[config.mk]
export PLATFORM = sky130hd
export DESIGN_NAME = flash_checksum_scanner
export DESIGN_NICKNAME = d
export VERILOG_FILES = /design/src/hw/flash_scan_pkg.sv /design/src/hw/flash_checksum_scanner.sv
export SDC_FILE = /design/constraint.sdc
export NUM_CORES = 1
export LEC_CHECK = 0
export ABC_CLOCK_PERIOD_IN_PS = 2700
export BUFFER_PORTS_ARGS = -buffer_cell sky130_fd_sc_hd__buf_2
export CAP_MARGIN = 20
export CORE_AREA = 2 2 102 104
export DETAILED_ROUTE_END_ITERATION = 10
export DIE_AREA = 0 0 104 106
export GPL_ROUTABILITY_DRIVEN = 0
export HOLD_SLACK_MARGIN = 0.1
export PLACE_DENSITY = 0.77
export SETUP_SLACK_MARGIN = 0.1
export SLEW_MARGIN = 10
export SYNTH_ARGS = -nofsm -noshare
export SYNTH_HDL_FRONTEND = slang
export SYNTH_SLANG_ARGS = --single-unit
[constraint.sdc]
create_clock -name pclk -period 2.7 [get_ports pclk]
set_input_delay 0.675 -clock pclk [delete_from_list [all_inputs] [get_ports pclk]]
set_output_delay 0.675 -clock pclk [all_outputs]
set_load 0.005 [all_outputs]
[src/hw/flash_scan_pkg.sv]
// Constants, carriers and state layout for the flash checksum scanner
// Functional notes
// - Check begins three cycles after enable write
// - Enable stays set; rewrite one relaunches; zero ignored
// - Start-up scan: pass runs code, fail holds CPU
// - Every scan owns flash and stalls CPU until done; mode field is stored only
// - One 16-bit flash word every third cycle
// - Failed check clears the pass flag
// - Pass clear with enable raises sticky NMI
// - Fail interrupt enable set only when idle
// - Reset strobe clears registers, fail interrupt enable excepted, one clock later
// - After NMI all register writes are ignored
// - Busy blocks control B and interrupt enable changes
// - Scanner halts during CPU sleep, resumes on wake
// - Sleep in start delay postpones scan start
// - Debugger access disables; internal access restarts scan
// - Busy stays visible while debugger holds scanner off
// - Debugger busy write cancels or launches a check
// - Debugger pass write zero can trigger NMI
// - Debugger control writes follow CPU protection
// - CCITT CRC, all-ones seed, MSB first, byte upward
// - Section select: full, boot plus app, boot
// - Pass flag defaults to one before any scan
package flash_scan_pkg;

	// Register indexes; byte address is four times the index
	localparam logic [11:0] IDX_CTRL_A = 12'h000;
	localparam logic [11:0] IDX_CTRL_B = 12'h001;
	localparam logic [11:0] IDX_STATUS = 12'h002;
	localparam logic [11:0] ADDR_CTRL_A = 12'(IDX_CTRL_A * 4);
	localparam logic [11:0] ADDR_CTRL_B = 12'(IDX_CTRL_B * 4);
	localparam logic [11:0] ADDR_STATUS = 12'(IDX_STATUS * 4);

	// Field positions
	localparam int CA_RESET_BIT = 7;
	localparam int CA_FIE_BIT = 1;
	localparam int CA_ENABLE_BIT = 0;
	localparam int CB_MODE_LSB = 4;
	localparam int CB_SRC_LSB = 0;
	localparam int ST_PASS_BIT = 1;
	localparam int ST_BUSY_BIT = 0;

	// Section select codes
	localparam logic [1:0] SEC_FULL = 2'h0;
	localparam logic [1:0] SEC_BOOT_APP = 2'h1;
	localparam logic [1:0] SEC_BOOT = 2'h2;

	// CRC and timing
	localparam logic [15:0] CRC_POLY = 16'h1021;
	localparam logic [15:0] CRC_SEED = 16'hffff;
	localparam logic [1:0] START_DELAY_CYC = 2'h3;
	localparam logic [1:0] FETCH_PERIOD_CYC = 2'h3;

	typedef enum logic [1:0] {ST_IDLE, ST_DELAY, ST_SCAN} scan_state_t;

	// APB request and answer
	typedef struct packed {
		logic psel;
		logic penable;
		logic pwrite;
		logic [11:0] paddr;
		logic [31:0] pwdata;
	} apb_req_t;
	typedef struct packed {
		logic [31:0] prdata;
		logic pready;
		logic pslverr;
	} apb_rsp_t;

	// Flash read port, word addressed
	typedef struct packed {
		logic rd;
		logic [15:0] addr;
	} flash_req_t;

	// Whole state of the scanner
	typedef struct packed {
		scan_state_t state;
		logic enable;
		logic fie;
		logic [1:0] mode;
		logic [1:0] section_sel;
		logic pass;
		logic busy;
		logic nmi;
		logic rst_pend;
		logic dbg_off;
		logic strap_done;
		logic startup_run;
		logic startup_fail;
		logic [1:0] delay_cnt;
		logic [1:0] phase;
		logic [15:0] addr;
		logic [15:0] crc;
		logic [7:0] prdata;
	} scan_regs_t;

	localparam scan_regs_t REGS_RST = '{
		state: ST_IDLE, enable: 1'b0, fie: 1'b0, mode: 2'h0,
		section_sel: 2'h0, pass: 1'b1, busy: 1'b0, nmi: 1'b0,
		rst_pend: 1'b0, dbg_off: 1'b0, strap_done: 1'b0,
		startup_run: 1'b0, startup_fail: 1'b0, delay_cnt: 2'h0,
		phase: 2'h0, addr: 16'h0000, crc: CRC_SEED, prdata: 8'h00};

endpackage

[src/hw/flash_checksum_scanner.sv]
// Flash checksum scanner with APB registers and flash fetch engine
//
// Design decision made here: register access over APB.
`timescale 1ns/1ns
module flash_checksum_scanner
#(
	parameter int FLASH_BYTES = 16384
)
(
	input wire logic pclk,
	input wire logic presetn,
	input wire flash_scan_pkg::apb_req_t apb_in,
	output flash_scan_pkg::apb_rsp_t apb_out,
	input wire logic dbg_is_debugger,
	input wire logic dbg_mem_access,
	input wire logic dbg_internal_access,
	input wire logic dbg_disconnect,
	input wire logic cpu_sleep,
	input wire logic startup_scan_en,
	input wire logic [1:0] startup_section,
	input wire logic [7:0] boot_section_end_fuse,
	input wire logic [7:0] app_section_end_fuse,
	output flash_scan_pkg::flash_req_t flash_out,
	input wire logic [15:0] flash_rdata,
	output logic cpu_stall,
	output logic cpu_hold,
	output logic nmi_req
);
	import flash_scan_pkg::*;

	scan_regs_t st; // Registered state
	scan_regs_t next_st; // Next state
	logic wr_hit; // Write access phase
	logic running; // Engine may advance this cycle
	logic finish; // Last word folded in
	logic fail_evt; // Pass flag driven low
	logic [15:0] crc_new; // CRC after current word
	logic [15:0] last_word; // Index of final word
	logic addr_ok; // Decoded register address

	// One byte through the shift register, MSB first
	function automatic logic [15:0] crc_byte(input logic [15:0] c,
		input logic [7:0] b);
		logic [15:0] r;
		logic fb;
		r = c;
		for (int i = 7; i >= 0; i--)
		begin
			fb = r[15] ^ b[i];
			r = {r[14:0], 1'b0};
			if (fb)
				r = r ^ CRC_POLY;
		end
		return r;
	endfunction

	// Fresh check from word zero; delay picks the start path
	function automatic scan_regs_t launch(input scan_regs_t s,
		input logic with_delay);
		scan_regs_t r;
		r = s;
		r.busy = 1'b1;
		r.enable = 1'b1;
		r.addr = 16'h0000;
		r.crc = CRC_SEED;
		r.phase = 2'h0;
		r.delay_cnt = 2'h0;
		r.state = with_delay ? ST_DELAY : ST_SCAN;
		return r;
	endfunction

	// Outputs from state; pslverr and the fetch strobe also decode inputs
	assign apb_out.prdata = {24'h000000, st.prdata};
	assign apb_out.pready = 1'b1;
	assign apb_out.pslverr = apb_in.psel & apb_in.penable & ~addr_ok;
	assign flash_out.addr = st.addr;
	assign flash_out.rd = (st.state == ST_SCAN) && running
		&& (st.phase == 2'h0);
	assign cpu_stall = (st.state == ST_SCAN);
	assign cpu_hold = st.startup_run | st.startup_fail;
	assign nmi_req = st.nmi;

	// Next-state logic
	always_comb
	begin
		next_st = st;
		fail_evt = 1'b0;
		finish = 1'b0;
		addr_ok = (apb_in.paddr == ADDR_CTRL_A)
			|| (apb_in.paddr == ADDR_CTRL_B)
			|| (apb_in.paddr == ADDR_STATUS);
		wr_hit = apb_in.psel && apb_in.penable && apb_in.pwrite
			&& addr_ok;
		// Index of the section's final word; reserved code scans full flash
		case (st.section_sel)
			SEC_BOOT_APP:
				last_word = {1'b0, app_section_end_fuse, 7'h00} - 16'h0001;
			SEC_BOOT:
				last_word = {1'b0, boot_section_end_fuse, 7'h00} - 16'h0001;
			default:
				last_word = 16'(FLASH_BYTES / 2 - 1);
		endcase
		// Low byte sits at the even address and goes first
		crc_new = crc_byte(crc_byte(st.crc, flash_rdata[7:0]),
			flash_rdata[15:8]);
		running = !cpu_sleep && !st.dbg_off && !dbg_mem_access;

		// Start-up strap caught on the first edge after release
		if (!st.strap_done)
		begin
			next_st.strap_done = 1'b1;
			if (startup_scan_en)
			begin
				next_st = launch(next_st, 1'b0);
				next_st.section_sel = startup_section;
				next_st.startup_run = 1'b1;
			end
		end

		// Debugger gating
		if (dbg_mem_access)
			next_st.dbg_off = 1'b1;
		else if (dbg_internal_access || dbg_disconnect)
		begin
			next_st.dbg_off = 1'b0;
			// Interrupted check starts over from word zero
			if (st.dbg_off && st.busy && st.state != ST_IDLE)
				next_st = launch(next_st, 1'b0);
		end

		// Scan engine
		case (st.state)
			ST_IDLE:
			begin
				next_st.phase = 2'h0;
			end
			ST_DELAY:
			begin
				// Sleep freezes the count, so scan waits for wake
				if (running)
				begin
					if (st.delay_cnt == START_DELAY_CYC - 2'h1)
						next_st.state = ST_SCAN;
					else
						next_st.delay_cnt = st.delay_cnt + 2'h1;
				end
			end
			ST_SCAN:
			begin
				// A pause between fetch and use relies on flash holding its word
				if (running)
				begin
					if (st.phase == FETCH_PERIOD_CYC - 2'h1)
					begin
						next_st.phase = 2'h0;
						next_st.crc = crc_new;
						next_st.addr = st.addr + 16'h0001;
						if (st.addr == last_word)
						begin
							finish = 1'b1;
							next_st.state = ST_IDLE;
							next_st.busy = 1'b0;
							// Stored checksum folds the remainder to zero
							next_st.pass = (crc_new == 16'h0000);
							fail_evt = (crc_new != 16'h0000);
							if (st.startup_run)
							begin
								next_st.startup_run = 1'b0;
								next_st.startup_fail = (crc_new != 16'h0000);
							end
						end
					end
					else
						next_st.phase = st.phase + 2'h1;
				end
			end
			default:
			begin
				next_st.state = ST_IDLE;
			end
		endcase

		// Reset strobe lands one clock after the write; placed after the
		// engine so a start delay ending now cannot revive the check
		if (st.rst_pend)
		begin
			next_st.rst_pend = 1'b0;
			next_st.enable = 1'b0;
			next_st.mode = 2'h0;
			next_st.section_sel = 2'h0;
			next_st.busy = 1'b0;
			// Status back to its reset image so no false NMI
			next_st.pass = 1'b1;
			next_st.state = ST_IDLE;
		end

		// Register writes; none at all once the NMI fired
		if (wr_hit && !st.nmi)
		begin
			case (apb_in.paddr)
				ADDR_CTRL_A:
				begin
					// Strobe refused while busy if NMI enabled
					if (apb_in.pwdata[CA_RESET_BIT]
						&& (!st.fie || !st.busy))
						next_st.rst_pend = 1'b1;
					if (apb_in.pwdata[CA_FIE_BIT] && !st.busy)
						next_st.fie = 1'b1;
					// Zero is ignored; one relaunches
					if (apb_in.pwdata[CA_ENABLE_BIT])
						next_st = launch(next_st, 1'b1);
				end
				ADDR_CTRL_B:
				begin
					if (!st.busy)
					begin
						next_st.mode = apb_in.pwdata[CB_MODE_LSB +: 2];
						next_st.section_sel =
							apb_in.pwdata[CB_SRC_LSB +: 2];
					end
				end
				ADDR_STATUS:
				begin
					// Only the debugger may write status
					if (dbg_is_debugger)
					begin
						if (!apb_in.pwdata[ST_BUSY_BIT])
						begin
							next_st.busy = 1'b0;
							next_st.state = ST_IDLE;
						end
						else
							next_st = launch(next_st, 1'b0);
						next_st.pass = apb_in.pwdata[ST_PASS_BIT];
						if (!apb_in.pwdata[ST_PASS_BIT])
							fail_evt = 1'b1;
					end
				end
				default:
				begin
					next_st.rst_pend = next_st.rst_pend;
				end
			endcase
		end

		// Enable survives the strobe; only presetn clears it
		next_st.fie = next_st.fie | st.fie;
		// Pass cleared with enable set latches the NMI
		if (fail_evt && next_st.fie)
			next_st.nmi = 1'b1;

		// Read data captured in the setup phase
		if (apb_in.psel && !apb_in.penable && !apb_in.pwrite)
		begin
			case (apb_in.paddr)
				ADDR_CTRL_A:
					next_st.prdata = {6'h00, st.fie, st.enable};
				ADDR_CTRL_B:
					next_st.prdata = {2'h0, st.mode, 2'h0, st.section_sel};
				ADDR_STATUS:
					// Busy still shows while debugger holds us off
					next_st.prdata = {6'h00, st.pass, st.busy};
				default:
					next_st.prdata = 8'h00;
			endcase
		end
	end

	// State register
	always_ff @(posedge pclk or negedge presetn)
	begin
		if (!presetn)
			st <= REGS_RST;
		else
			st <= next_st;
	end
endmodule

# After elaboration in Yosys (flattened, before gate mapping)

Cells that the tools add are included.

Bits in registers: 60
Bits in latches: 0
Bits in writable memories: 0
ROM bits: 0
Memories kept: 0

$add $sub $neg: 5
Multiply operators: 0
Div/mod/pow operators: 0
Order comparisons: 0
Equal/unequal tests: 9
Shift-type cells: 0
Mux-type cells: 76
Bitwise gates (word level): 37
Reduce and logical (&&, ||, !) cells: 33

Operators with widths:

| kind                                                 | number |
|---|---|
| two-way mux 60 bit                                   | 7 |
| two-way mux 13 bit                                   | 16 |
| one-hot mux 48 bit (2 select lines)                  | 1 |
| two-way mux 32 bit                                   | 2 |
| inverter 3 bit                                       | 16 |
| two-way mux 47 bit                                   | 1 |
| two-way mux 44 bit                                   | 1 |
| two-way mux 2 bit                                    | 19 |
| two-way mux 34 bit                                   | 1 |
| one-hot mux 16 bit (2 select lines)                  | 1 |
| subtractor 15 x 1 -> 16 bit, second input constant   | 2 |
| one-hot mux 6 bit (3 select lines)                   | 1 |
| adder 16 x 1 -> 16 bit, second input constant        | 1 |
| equality test 16 bit                                 | 1 |
| logical NOT 16 bit                                   | 1 |
| nonzero test 16 bit                                  | 1 |
| XOR 1 bit                                            | 16 |
| logical AND 1 bit                                    | 15 |
| two-way mux 1 bit                                    | 14 |
| equality test 12 x 3 -> 1 bit, second input constant | 1 |
| equality test 12 x 4 -> 1 bit, second input constant | 1 |
| logical NOT 12 bit                                   | 1 |
| two-way mux 12 bit                                   | 1 |
| one-hot mux 4 bit (3 select lines)                   | 1 |
| other kinds (20)                                     | 38 |

# Logic depth before layout (Yosys ltp)

Depth after elaboration: 45
Depth in mapped cells: 12
Depth with buffers taken out: 11

# Worst setup path after synthesis

No wires, ideal clock.

Path kind: input-to-reg
From: in app_section_end_fuse[0]
To: reg st[44] in the netlist's numbering
Library setup time: 0.125 ns
Data arrival time: 3.134 ns
Required time: 2.575 ns
Setup slack: -0.559 ns
Stages on the path: 11
Buffers on the path: 0
Cell sequence: inv_1 ha_1 or3b_1 or3_1 o22ai_1 xor2_1 or4_1 nor4_1 o311a_4 nand2_1 mux2_2

Word-level cells in the longest chain between the ends: 10

RTL lines:

| what                                  | line                                                         | RTL |
|---|---|---|
| start: declaration                    | flash_checksum_scanner.sv:22                                 | `input wire logic [7:0] app_section_end_fuse,` |
| subtractor 15 x 1 -> 16 bit *         | flash_checksum_scanner.sv:97                                 | `last_word = {1'b0, app_section_end_fuse, 7'h00} - 16'h0001;` |
| one-hot mux 16 bit (2 select lines) * | flash_checksum_scanner.sv:95                                 | `case (st.section_sel)` |
| equality test 16 bit *                | flash_checksum_scanner.sv:158                                | `if (st.addr == last_word)` |
| two-way mux 2 bit *                   | flash_checksum_scanner.sv:158                                |  |
| two-way mux 2 bit *                   | flash_checksum_scanner.sv:153                                | `if (st.phase == FETCH_PERIOD_CYC - 2'h1)` |
| two-way mux 2 bit *                   | flash_checksum_scanner.sv:151                                | `if (running)` |
| two-way mux 2 bit *                   | flash_checksum_scanner.sv:132                                | `case (st.state)` |
| two-way mux 60 bit (on tied branches) | flash_checksum_scanner.sv:225, flash_checksum_scanner.sv:210 |  |
| one-hot mux 48 bit (2 select lines)   | flash_checksum_scanner.sv:200                                | `case (apb_in.paddr)` |
| two-way mux 60 bit *                  | flash_checksum_scanner.sv:198                                | `if (wr_hit && !st.nmi)` |
| end signal: assignment                | flash_checksum_scanner.sv:275                                | `st <= next_st;` |
| end: declaration                      | flash_checksum_scanner.sv:31                                 | `scan_regs_t st;` |

Every way passes the cells marked *; elsewhere a longest branch is shown, timed or not.

==> results.md <==
- The number of nets in the layout is 711.
- The synthesis-stage register bit count is 56.
- The longest clock path from root to sink contains 2 buffers.
- STA classifies the critical path endpoint as a register.
- After synthesis the cells add up to 4340 µm².
- Global routing consumed, over all layers together, 19.6% of the routing resources.
- The sequential area share after synthesis is 32.8%.
- The share of total power dissipated in the clock network is 24.1%.
- The yosys synthesis warning count is 0.
- The final layout contains routed wiring with a total length of 10600 µm.
- Dividing the detail-routed wire length by the instance count gives 14.1 µm.
- Entering global routing, the biggest net connects 57 pins.
- The checks that failed: setup timing.
- The number of enable flip-flop cells after synthesis is 0.
- At the pin with the least slew margin, the transition time is 0.711 ns.
- 143 I/O pins were placed.
- The critical path goes through buf_12 > inv_12 > ha_4 > or3b_4 > or3_4 > xnor2_2 > a22oi_1 > a21oi_1 > nor3_2 > o311a_4 > buf_4 > and3_1 > a211o_1.
- The combinational fraction of design power is 38.7%.
- The leading cell type in the layout, fill and taps excluded is sky130_fd_sc_hd__buf_2.
- Of all nets on the critical path, the largest fanout is 4.
- The count of max-cap constraint violations is 0.
- The HPWL after detailed placement is 8270 µm.
- The largest stage delay on the critical path is 0.39 ns.
- Once layout is complete, the utilization of the core stands at 53.4%.
- The number of slew-limit violations in the final report is 0.
- The post-layout worst setup margin is -0.383 ns.
- The critical path contains buffers and inverters numbering 3 combined.
- The root buffer cell is sky130_fd_sc_hd__clkbuf_8.
- In this run the static leakage power is 0.00245 µW.
- The kind of start point of the critical path is an input port.
- The final setup violation count is 6.
- The count of input and output buffers is 86.
- Of the total power, the share spent switching nets is 31.7%.
- Once the floorplan was initialized, standard cells occupied 43.4% of the core.
- The number of H-tree levels is 2.
- VDD sags by at most 0.357 mV.
- The final design area excluding fillers is 5340 µm².
- The number of global-route vias before repair came to 3874.
- The routed via count divided by cell count is 5.10.
- The CTS buffer count is 5.
- The insertion delay to the later sink of the worst-skew pair is 0.32 ns.
- The period utilization is 114%.
- The CTS clock-pin slew for the worst setup and hold paths is 0.11 ns.
- The arrival time of data at the critical path endpoint is 3.28 ns.
- After synthesis, the share of flip-flops with an asynchronous set or reset is 100%.
- The final antenna-violating net count is 0.
- The worst hold slack is 0.491 ns.
- The remaining design rule violation count is 0.
- In this run, post-CTS hold repair placed 0 buffers.
- Summing all placed instances gives a cell area of 5120 µm².
- The number of rows created at floorplan is 37.
- The worst setup path is of the input port to register kind.
- In this run the worst hold path is classified as input port to asynchronous set/reset pin.
- After the first detailed-routing iteration, the DRC count stood at 203.
- Internal power comes to 1620 µW.
- The family with the most delay on the worst path is simple AND/OR/NAND/NOR gates.
- The count of clock tree sinks is 56.
- The power density relative to cell area is 443 nW/µm².
- At the worst endpoint, the required time is 2.90 ns.
- The predominant post-synthesis flop cell is sky130_fd_sc_hd__dfrtp_1.
- Of the cells placed in the final design, the portion with a size suffix greater than 1 is 35.6%.
- The core area is 10000 µm².
- The final antenna diode count is 0.
- The detailed-routing iteration count for the pre-antenna-repair pass is 5.
- On the critical path, the stage with the largest delay is an instance of sky130_fd_sc_hd__o311a_4.
- The die is 104 µm wide.
- The initial antenna violation count is 0.
- The total vias in the final route is 3846.
- From bottom edge to top edge, the die measures 106 µm.
- The run finished, with violations left.
- The library cells used most frequently in the layout, excluding fill and tap cells, are 84 x sky130_fd_sc_hd__buf_2, 66 x sky130_fd_sc_hd__buf_4, 51 x sky130_fd_sc_hd__nand2_1, 43 x sky130_fd_sc_hd__nor2_1, 39 x sky130_fd_sc_hd__dfrtp_1.
- The cell count after placement is 742.
- Each instance of the synthesized netlist takes up on average 8.87 µm².
- The die covers 11000 µm².
- Synthesis produced 489 cells.
- The completed layout was analyzed and its total power is 2370 µW.
- The maximum clock skew at final layout is 0.0158 ns.
- Setup repair after global routing could not meet its margin everywhere.
- The area growth from synthesis to final layout is 23.2%.
- The portion of total power attributed to sequential cells is 37.1%.
- The leftover overflow at the end of global routing is 0.
- The TritonCTS clock tree is done.
- The hold violation count in the final report is 0.
- For this design the total switching power over the nets is 750 µW.
- The synthesized netlist contains 63 unique library cells.
- The count of cells in the finished layout, fillers not included, comes to 754.
- The first global-routing pass estimated 17900 µm of wire.
- The relative slew slack is 52.6%.
- The shortest clock period the worst path allows after layout is 3.08 ns.
- The maximum frequency from static timing analysis is 324 MHz.
==> final timing paths <==
kind	startpoint	endpoint	slack, ns	cells past startpoint
max	app_section_end_fuse[0]	nmi_req$_DFF_PN0_	-0.38	13
min reg2reg	apb_out[7]$_DFFE_PN0P_	apb_out[7]$_DFFE_PN0P_	0.49	2
max reg2reg	st[52]$_DFF_PN0_	st[44]$_DFFE_PN0P_	-0.19	10
max in group asynchronous	presetn	st[42]$_DFF_PN0_	1.75	2
min	presetn	st[50]$_DFF_PN0_	0.49	2
min in group pclk	apb_out[7]$_DFFE_PN0P_	apb_out[7]$_DFFE_PN0P_	0.49	2
==> metrics by stage <==
step / worst slack (ns) / setup TNS [ns]
floorplan: -0.395 / -1.60
global placement: -0.695 / -3.76
detailed placement: -0.797 / -4.45
CTS: -0.284 / -1.28
global route: -0.442 / -2.00
finish: -0.383 / -1.64
==> what timing repair did <==
action | CTS | global route
resized for setup | 12 | 6
pin swaps | 0 | 5
setup endpoints to repair | 6 | 7
hold endpoints to repair | 0 | 0
setup buffers | 3 | 1
==> Yosys cell counts, types with 3 or more instances <==
cell type	number	area share [%]
sky130_fd_sc_hd__dfrtp_1	39	22
sky130_fd_sc_hd__nand4_1	4	0.58
sky130_fd_sc_hd__and3_1	6	0.87
sky130_fd_sc_hd__xor2_1	32	6.5
sky130_fd_sc_hd__nor2_1	44	3.8
sky130_fd_sc_hd__mux2_2	7	1.8
sky130_fd_sc_hd__and2_1	5	0.72
sky130_fd_sc_hd__o21a_1	3	0.52
sky130_fd_sc_hd__a21o_1	5	0.87
sky130_fd_sc_hd__xnor2_1	39	7.9
sky130_fd_sc_hd__a221oi_1	3	0.61
sky130_fd_sc_hd__a22oi_1	5	0.87
sky130_fd_sc_hd__buf_6	3	0.78
sky130_fd_sc_hd__o22ai_1	13	1.9
sky130_fd_sc_hd__ha_1	5	1.4
sky130_fd_sc_hd__nor4_1	8	1.2
sky130_fd_sc_hd__nand2b_1	8	1.2
sky130_fd_sc_hd__o21ai_0	18	2.1
sky130_fd_sc_hd__a21oi_1	12	1.4
sky130_fd_sc_hd__xnor2_2	4	1.5
sky130_fd_sc_hd__buf_4	50	8.7
sky130_fd_sc_hd__clkbuf_1	4	0.35
sky130_fd_sc_hd__or2_2	4	0.58
sky130_fd_sc_hd__or3_1	4	0.58
sky130_fd_sc_hd__inv_1	14	1.2
sky130_fd_sc_hd__dfstp_2	17	10
sky130_fd_sc_hd__nor3_1	15	1.7
sky130_fd_sc_hd__nor2b_1	5	0.72
sky130_fd_sc_hd__a31oi_1	3	0.43
sky130_fd_sc_hd__nand2_1	52	4.5
sky130_fd_sc_hd__nand3_1	12	1.4
sky130_fd_sc_hd__nand3b_1	4	0.69
==> power groups by stage <==
| stage | Clock, µW | Combinational, µW | Sequential, µW |
|---|---|---|---|
| floorplan | 0 | 540 | 892 |
| global placement | 0 | 866 | 895 |
| detailed placement | 0 | 889 | 895 |
| CTS | 589 | 906 | 880 |
| global route | 627 | 1000 | 883 |
| finish | 571 | 918 | 880 |
==> final cells by class <==
class | instances | area (µm²)
Clock inverter | 3 | 46.3
Multi-Input combinational cell | 387 | 2600
Fill cell | 902 | 4660
Sequential cell | 56 | 1420
Tap cell | 136 | 170
Inverter | 14 | 67.6
Timing Repair Buffer | 153 | 967
Clock buffer | 5 | 68.8
==> flip-flops by register name, indices dropped and copies added, names as in the netlist <==
name and count:
st 35, flash_out 16, apb_out 4, nmi_req 1
==> cell families (layout without fill, tap and decap cells) <==
family,after synthesis,count (layout),synth area share [%]
simple gates,183,183,21.1
compound gates,82,82,13.0
xor+xnor,78,78,17.6
buf+inv,74,175,11.6
flops,56,56,32.8
mux,9,9,2.28
fa+ha+maj,5,5,1.44
other cells,2,30,0.173
==> layer usage <==
metal	wire length (µm)	track usage, %
met1	4250	22.9
met2	5510	36.0
met3	625	3.68
met4	229	6.76
met5	0	0
Power figures use the tool's default switching activity.
